==> src/pkg/irmf_defs.vh <==
// constants of the interrupt request and mask flag bank
`ifndef IRMF_DEFS_VH
`define IRMF_DEFS_VH

// ---------------------------------------------------------------
// register addresses
// ---------------------------------------------------------------
`define IRMF_ADDR_W 16
`define IRMF_PEND_LOW_ADDR 16'hffe0
`define IRMF_PEND_HIGH_ADDR 16'hffe1
`define IRMF_MASK_LOW_ADDR 16'hffe4
`define IRMF_MASK_HIGH_ADDR 16'hffe5

// ---------------------------------------------------------------
// reset values and fixed bits
// ---------------------------------------------------------------
`define IRMF_PEND_RESET 8'h00
`define IRMF_MASK_RESET 8'hff
`define IRMF_PEND_HIGH_FIXED 5'h00
`define IRMF_MASK_HIGH_FIXED 5'h1f
`define IRMF_UNMAPPED_READ 8'h00
`define IRMF_WDT_MASK_UNDEF 1'b0
`define IRMF_BYTE_ALL 8'hff
`define IRMF_BYTE_ONE 8'h01

// ---------------------------------------------------------------
// source layout, index is also priority (0 highest)
// ---------------------------------------------------------------
`define IRMF_NUM_SRC 11
`define IRMF_IDX_W 4
`define IRMF_HIGH_BITS 3
`define IRMF_SRC_WDT 0
`define IRMF_SRC_PIN0 1
`define IRMF_SRC_PIN1 2
`define IRMF_SRC_TMD 3
`define IRMF_SRC_T0C0 4
`define IRMF_SRC_T0C1 5
`define IRMF_SRC_TM5 6
`define IRMF_SRC_SRX 7
`define IRMF_SRC_STX 8
`define IRMF_SRC_LVD 9
`define IRMF_SRC_NVW 10

`endif

==> src/hdl/irmf_priority_pick.v <==
// fixed priority picker, lowest index wins
`timescale 1ns/100ps

module irmf_priority_pick #(
    parameter N = 11,
    parameter IW = 4
) (
    // candidates
    input wire [N-1:0] ready,
    // choice
    output reg any,
    output reg [IW-1:0] index
);

    integer i;

    always @* begin
        any = 1'b0;
        index = {IW{1'b0}};
        for (i = N - 1; i >= 0; i = i - 1) begin
            if (ready[i]) begin
                any = 1'b1;
                index = i[IW-1:0];
            end
        end
    end

endmodule

==> src/hdl/irmf_flag_bank.v <==
// interrupt request flags, mask flags and request offer
`timescale 1ns/100ps
`include "irmf_defs.vh"

// Function
// RULE1 - each source has a pending flag, set by request or software one
// RULE2 - acknowledge clears the granted source's pending flag
// RULE3 - reset clears both pending registers to zero
// RULE4 - reset sets both mask registers to all ones
// RULE5 - pending one means request pending, zero means none
// RULE6 - mask zero enables servicing, mask one blocks it
// RULE7 - pending registers take bit and byte accesses
// RULE8 - mask registers take bit and byte accesses
// RULE9 - pending bit layout fixed; high pending bits 3 to 7 read zero
// RULE10 - mask layout mirrors pending; high mask bits 3 to 7 read one
// RULE11 - twelve requests map to eleven flag pairs; serial rx and csi share
// RULE12 - software keeps watchdog flag zero in watchdog modes
// RULE13 - watchdog mask read in watchdog modes is undefined
// RULE14 - port output level changes set flags; mask first advised
// RULE15 - simultaneous pending requests granted by fixed priority 0 to 10
// RULE16 - offered only when pending, unmasked and globally enabled
// RULE17 - writes to fixed upper high bits are ignored
// RULE18 - hardware set beats a same-cycle software clear
module irmf_flag_bank #(
    parameter NUM_SRC = `IRMF_NUM_SRC,
    parameter IDX_W = `IRMF_IDX_W
) (
    // clock and reset
    input wire clk,
    input wire reset,
    // core register access
    input wire [`IRMF_ADDR_W-1:0] busAddr,
    input wire busWrEn,
    input wire busRdEn,
    input wire busBitOp,
    input wire [2:0] busBitSel,
    input wire [7:0] busWrData,
    output reg [7:0] busRdData,
    // request sources, one-cycle pulses
    input wire watchdog_request,
    input wire pin0_request,
    input wire pin1_request,
    input wire timer_d_match_request,
    input wire timer0_ch0_request,
    input wire timer0_ch1_request,
    input wire timer5_match_request,
    input wire serial_rx_done_request,
    input wire clocked_serial_done_request,
    input wire serial_tx_done_request,
    input wire voltage_detect_request,
    input wire nv_write_done_request,
    // core status
    input wire global_irq_enable,
    input wire watchdogResetMode,
    // offer and acknowledge
    output reg offerValid,
    output reg [IDX_W-1:0] offerIndex,
    input wire ackValid,
    input wire [IDX_W-1:0] ackIndex
);

    // ---------------------------------------------------------------
    // flag storage
    // ---------------------------------------------------------------
    reg [NUM_SRC-1:0] pending;
    reg [NUM_SRC-1:0] mask;
    wire [NUM_SRC-1:0] next_pending;
    wire [NUM_SRC-1:0] next_mask;
    wire [NUM_SRC-1:0] hwSet;
    wire [NUM_SRC-1:0] ready;
    wire pickAny;
    wire [IDX_W-1:0] pickIndex;

    // ---------------------------------------------------------------
    // request mapping
    // ---------------------------------------------------------------
    assign hwSet[`IRMF_SRC_WDT] = watchdog_request; // see RULE11
    assign hwSet[`IRMF_SRC_PIN0] = pin0_request; // see RULE14
    assign hwSet[`IRMF_SRC_PIN1] = pin1_request;
    assign hwSet[`IRMF_SRC_TMD] = timer_d_match_request;
    assign hwSet[`IRMF_SRC_T0C0] = timer0_ch0_request;
    assign hwSet[`IRMF_SRC_T0C1] = timer0_ch1_request;
    assign hwSet[`IRMF_SRC_TM5] = timer5_match_request;
    // shared flag pair for both serial completions
    assign hwSet[`IRMF_SRC_SRX] = serial_rx_done_request |
                                  clocked_serial_done_request; // see RULE11
    assign hwSet[`IRMF_SRC_STX] = serial_tx_done_request;
    assign hwSet[`IRMF_SRC_LVD] = voltage_detect_request;
    assign hwSet[`IRMF_SRC_NVW] = nv_write_done_request;

    // ---------------------------------------------------------------
    // write decode
    // ---------------------------------------------------------------
    wire [7:0] laneSel;
    wire wrPendLow;
    wire wrPendHigh;
    wire wrMaskLow;
    wire wrMaskHigh;

    // bit access touches one lane, byte access all eight
    assign laneSel = busBitOp ? (`IRMF_BYTE_ONE << busBitSel) :
                     `IRMF_BYTE_ALL; // see RULE7 see RULE8
    assign wrPendLow = busWrEn && (busAddr == `IRMF_PEND_LOW_ADDR);
    assign wrPendHigh = busWrEn && (busAddr == `IRMF_PEND_HIGH_ADDR);
    assign wrMaskLow = busWrEn && (busAddr == `IRMF_MASK_LOW_ADDR);
    assign wrMaskHigh = busWrEn && (busAddr == `IRMF_MASK_HIGH_ADDR);

    // ---------------------------------------------------------------
    // per-source next state
    // ---------------------------------------------------------------
    genvar g;
    generate
        for (g = 0; g < NUM_SRC; g = g + 1) begin : src
            localparam LANE = g % 8;
            localparam [IDX_W-1:0] SRC_ID = g;
            wire inHigh;
            wire swPend;
            wire swMask;
            wire ackHit;
            wire afterSw;
            assign inHigh = (g >= 8);
            // bits above the source count simply have no flip-flop
            assign swPend = laneSel[LANE] &&
                            (inHigh ? wrPendHigh : wrPendLow);
            assign swMask = laneSel[LANE] &&
                            (inHigh ? wrMaskHigh : wrMaskLow);
            assign ackHit = ackValid &&
                            (ackIndex == SRC_ID); // see RULE2
            assign afterSw = swPend ? busWrData[LANE] : pending[g];
            // hardware set wins over any clear
            assign next_pending[g] = (afterSw & ~ackHit) |
                                     hwSet[g]; // see RULE1 see RULE18
            assign next_mask[g] = swMask ? busWrData[LANE] : mask[g];
            // offer condition
            assign ready[g] = pending[g] & ~mask[g] &
                              global_irq_enable; // see RULE16 see RULE6
        end
    endgenerate

    always @(posedge clk or posedge reset) begin
        if (reset) begin
            pending <= {NUM_SRC{1'b0}}; // see RULE3
            mask <= {NUM_SRC{1'b1}}; // see RULE4
        end else begin
            pending <= next_pending; // see RULE5
            mask <= next_mask;
        end
    end

    // ---------------------------------------------------------------
    // priority and offer
    // ---------------------------------------------------------------
    irmf_priority_pick #(
        .N(NUM_SRC),
        .IW(IDX_W)
    ) picker (
        .ready(ready),
        .any(pickAny),
        .index(pickIndex)
    );

    // every offer is dropped for the one cycle after an acknowledge
    always @(posedge clk or posedge reset) begin
        if (reset) begin
            offerValid <= 1'b0;
            offerIndex <= {IDX_W{1'b0}};
        end else begin
            offerValid <= pickAny && !ackValid; // see RULE15
            offerIndex <= pickIndex;
        end
    end

    // ---------------------------------------------------------------
    // read path
    // ---------------------------------------------------------------
    reg [7:0] next_rdData;
    wire [7:0] pendLowView;
    wire [7:0] maskLowView;

    assign pendLowView = pending[7:0];
    // watchdog mask bit not meaningful in watchdog reset modes
    assign maskLowView = {mask[7:1], watchdogResetMode ?
                          `IRMF_WDT_MASK_UNDEF : mask[0]}; // see RULE13

    always @* begin
        if (busAddr == `IRMF_PEND_LOW_ADDR) begin
            next_rdData = pendLowView; // see RULE9
        end else if (busAddr == `IRMF_PEND_HIGH_ADDR) begin
            next_rdData = {`IRMF_PEND_HIGH_FIXED,
                           pending[NUM_SRC-1:8]}; // see RULE9 see RULE17
        end else if (busAddr == `IRMF_MASK_LOW_ADDR) begin
            next_rdData = maskLowView; // see RULE10
        end else if (busAddr == `IRMF_MASK_HIGH_ADDR) begin
            next_rdData = {`IRMF_MASK_HIGH_FIXED,
                           mask[NUM_SRC-1:8]}; // see RULE10 see RULE17
        end else begin
            next_rdData = `IRMF_UNMAPPED_READ;
        end
    end

    always @(posedge clk or posedge reset) begin
        if (reset) begin
            busRdData <= `IRMF_UNMAPPED_READ;
        end else if (busRdEn) begin
            busRdData <= next_rdData;
        end
    end

endmodule

==> config.mk <==
export PLATFORM = sky130hd
export DESIGN_NAME = irmf_flag_bank
export DESIGN_NICKNAME = d
export VERILOG_FILES = /design/src/hdl/irmf_priority_pick.v /design/src/hdl/irmf_flag_bank.v
export VERILOG_INCLUDE_DIRS = /design/src /design/src/pkg
export SDC_FILE = /design/constraint.sdc
export NUM_CORES = 1
export LEC_CHECK = 0
export ABC_AREA = 1
export BUFFER_PORTS_ARGS = -buffer_cell sky130_fd_sc_hd__buf_2
export CAP_MARGIN = 40
export CORE_AREA = 2 2 69 71
export DETAILED_ROUTE_END_ITERATION = 10
export DIE_AREA = 0 0 71 73
export GPL_TIMING_DRIVEN = 0
export PLACE_DENSITY = 0.82
export SLEW_MARGIN = 15
export SYNTH_ARGS = -nofsm -noshare
export SYNTH_HDL_FRONTEND = slang
export SYNTH_SLANG_ARGS = --single-unit
==> constraint.sdc <==
create_clock -name clk -period 1.4 [get_ports clk]
set_input_delay 0.07 -clock clk [delete_from_list [all_inputs] [get_ports clk]]
set_output_delay 0.07 -clock clk [all_outputs]
set_load 0.005 [all_outputs]
==> impl_metrics.yaml <==
sta:
  final_max_slew_violation_count: 0
  final.setup.worst_slack_ns: 0.121
  clock-skew-final_ns: 0.00597
  worstMarginPinSlew_ns: 0.705
  final_worst_path_cycle_share: 0.914
  max_freq_mhz: 782
  slew_headroom: 0.529
  rsz_0062_raised_after_global_routing: "true"
  setup_violators_final: 0
  timing.final.crit_period_ns: 1.28
  total_count_of_hold_check_failures_in_the_final_report: 0
critical_path:
  critPathTopFamily: "flip-flops"
  cpMaxStageDelayCell: "dfstp_2"
  setup.reg_to_reg.worst_slack_ns: 0.12
  crit_buf_inv: 2
  cp.arrival_ns: 1.47
  worstSetupEndpointType: "flop"
  r2r_start: "mask[6]"
  worstReg2RegEnd: "offerValid"
  worstPathCellList: "inv_1 -> nand3_1 -> nand2_2 -> nor2_2 -> nand4_1 -> o21ai_1 -> inv_1"
  setup.worst_path.start_class: "flop"
  worst_r2r_path_depth: 7
  most_used_cell_cp: "inv_1"
  cp_data_required_time_ns: 1.59
  highest_fanout_seen_on_the_critical_path: 2
  setup.worst_path.class: "reg2reg"
  critPathMaxStageDelay_ns: 0.55
layout:
  syn_to_final_growth_pct: 28.7
  num_antenna_cells: 0
  final_area_um2: 2850
  share_of_final_layout_standard_cells_stronger_than_drive_strength_1: 0.239
  num-nets-final: 468
die:
  pin_count: 64
  die_x_um: 71
  die_area_um2: 5180
  floorplan.die.height_um: 73
  row_count: 25
  initial_core_util: 0.489
  floorplan.core_area_um2: 4540
synthesis:
  synth_top_area_frac: 0.271
  syn_area_per_cell_um2: 6.64
  post_synth_instance_area_um2: 2220
  netlist_instances: 334
  synthDistinctLibCells: 25
  postSynthNetCount: 385
  synth.area.top_cells: "dfrtp_1 27%, nand2_1 19%, dfstp_2 13%"
  yosysWarningCount: 0
  yosysTopAreaCell: "dfrtp_1"
  fraction_of_the_yosys_area_taken_by_sequential_cells: 0.401
  synth.ff_latch_count: 35
clocking:
  clock_tree.buffer_depth: 2
  worstSkewPairLatency_ns: 0.30
  tritoncts: "done"
  numCtsBuffers: 5
  cts.sink_count: 35
  count_of_h_tree_levels_built_during_cts: 2
  postCtsSetupBuffers: 0
  clockRootBuffer: "clkbuf_8"
  clk_transition_reported_paths_ns: 0.07
grt:
  grt_pass1_wl_um: 9120
  grt_antenna_before_repair: 0
  grt_start_max_net_pins: 36
  grt_pass1_vias: 2129
  track_usage: 0.224
  grt_overflow: 0
routing:
  detailedRoute.firstPassIterationCount: 5
  wirelength_um: 5540
  routed_antenna_nets: 0
  drt-wirelength-per-cell_um: 11.7
  route.detailed.vias_per_inst: 5.03
  total_vias_in_the_final_route: 2373
  post-route-drc-count: 0
  dr.first_iter.drc_count: 204
run_status:
  status: "complete, no violations"
power:
  pleak_nw: 1.53
  ratio_of_total_power_to_cell_area_nw_per_um2: 765
  fin_total_pwr_mw: 2.18
  peakVddDrop_mv: 0.399
placement:
  numPortBuffers: 61
  finalWeightedCongestion: 0.885
  place_hpwl_um: 4140
  dpl_worst_slack_ns: 0.0532
  dpl-instance-area_um2: 2590
job:
  max_cap_violations: 0
min_path:
  min_path_cells: 3
  hold_startpoint: "busWrData[6]"
  worstHoldPathType: "in2reg"
  timing.hold.worst_endpoint: "mask[6]"
placed cells by master, fill, tap and decap left out, drive strengths merged:
master       Yosys  final
dfstp           11     11
buf              2     63
inv             55     55
o21ai           27     27
nand4            8      8
o21bai           1      1
nand3           37     37
dlygate4sd3      0     15
or2              1      1
a21oi            7      7
clkbuf           1      8
dfrtp           24     24
nor2            37     37
o211ai           2      2
nor3             5      5
clkinvlp         0      1
nand2          116    116
cell families after synthesis:
kind of cell,Yosys count,share of synthesized area
buffers and inverters,58,0.102
flip-flops,35,0.401
AND/OR/NAND/NOR,204,0.410
AO/OA/AOI/OAI,37,0.0869
per-stage QoR:
step	utilization	std cells	hold slack [ns]	TNS, ns
floorplan	-	334	0.168	0
global placement	0.571	449	0.254	0
detailed placement	0.571	449	0.225	0
CTS	0.627	472	0.00269	0
global route	0.629	472	0.0289	-0.0101
finish	0.629	472	0.00679	0
layout make-up:
cell class / instances / area [µm²]
multi-input cells: 241 / 1110
clock inverters: 1 / 7.51
fillers: 398 / 1680
inverters: 55 / 206
plain buffers: 3 / 20.0
clock buffers: 7 / 96.3
repair buffers: 76 / 455
well taps: 54 / 67.6
flip-flops and latches: 35 / 890
flip-flops by register name (all words and copies together) (netlist names):
| signal | count |
|---|---|
| mask | 11 |
| pending | 11 |
| busRdData | 8 |
| offerIndex | 4 |
| offerValid | 1 |
how the worst max path moves through the flow:
stage | cells past startpoint | start | endpoint
2_1_floorplan | 7 | mask[7] | offerValid
3_3_place_gp | 7 | mask[7] | offerValid
3_5_place_dp | 10 | busAddr[0] | pending[0]
4_1_cts | 7 | mask[7] | offerValid
5_1_grt | 7 | mask[8] | offerValid
6_report | 7 | mask[6] | offerValid
cell usage after synthesis:
| cell | count |
|---|---|
| a21oi_1 | 7 |
| buf_2 | 1 |
| buf_6 | 1 |
| clkbuf_1 | 1 |
| dfrtp_1 | 24 |
| dfstp_2 | 11 |
| inv_1 | 53 |
| inv_2 | 2 |
| nand2_1 | 113 |
| nand2_2 | 2 |
| nand2_4 | 1 |
| nand3_1 | 37 |
| nand4_1 | 7 |
| nand4_4 | 1 |
| nor2_1 | 32 |
| nor2_2 | 3 |
| nor2_4 | 1 |
| nor2_8 | 1 |
| nor3_1 | 3 |
| nor3_2 | 2 |
| o211ai_1 | 2 |
| o21ai_0 | 10 |
| o21ai_1 | 17 |
| o21bai_1 | 1 |
| or2_2 | 1 |
report_power, final:
| part | switching (mW) | internal (mW) |
|---|---|---|
| registers | 0.00919 | 1.03 |
| logic | 0.185 | 0.133 |
| clock network | 0.379 | 0.447 |
| total | 0.573 | 1.61 |
repair_timing:
| item | CTS | global route |
|---|---|---|
| hold buffers | 15 | 0 |
| setup endpoints to repair | 0 | 2 |
| gates resized for setup | 0 | 4 |
| endpoints found under the hold margin | 37 | 0 |
routing by layer:
layer,wire (µm),GRT usage,vias up
met5,0,0,-
met4,93,0.0818,0
met3,437,0.0483,12
met2,2660,0.387,95
met1,2350,0.277,1044
li1,-,-,1222
tightest hold or removal path: cells and delay by family:
kind	cells	cell delay [ns]
compound gates	1	0.07
buf+inv	2	0.15
No activity file was read; power rests on OpenSTA's default activity.
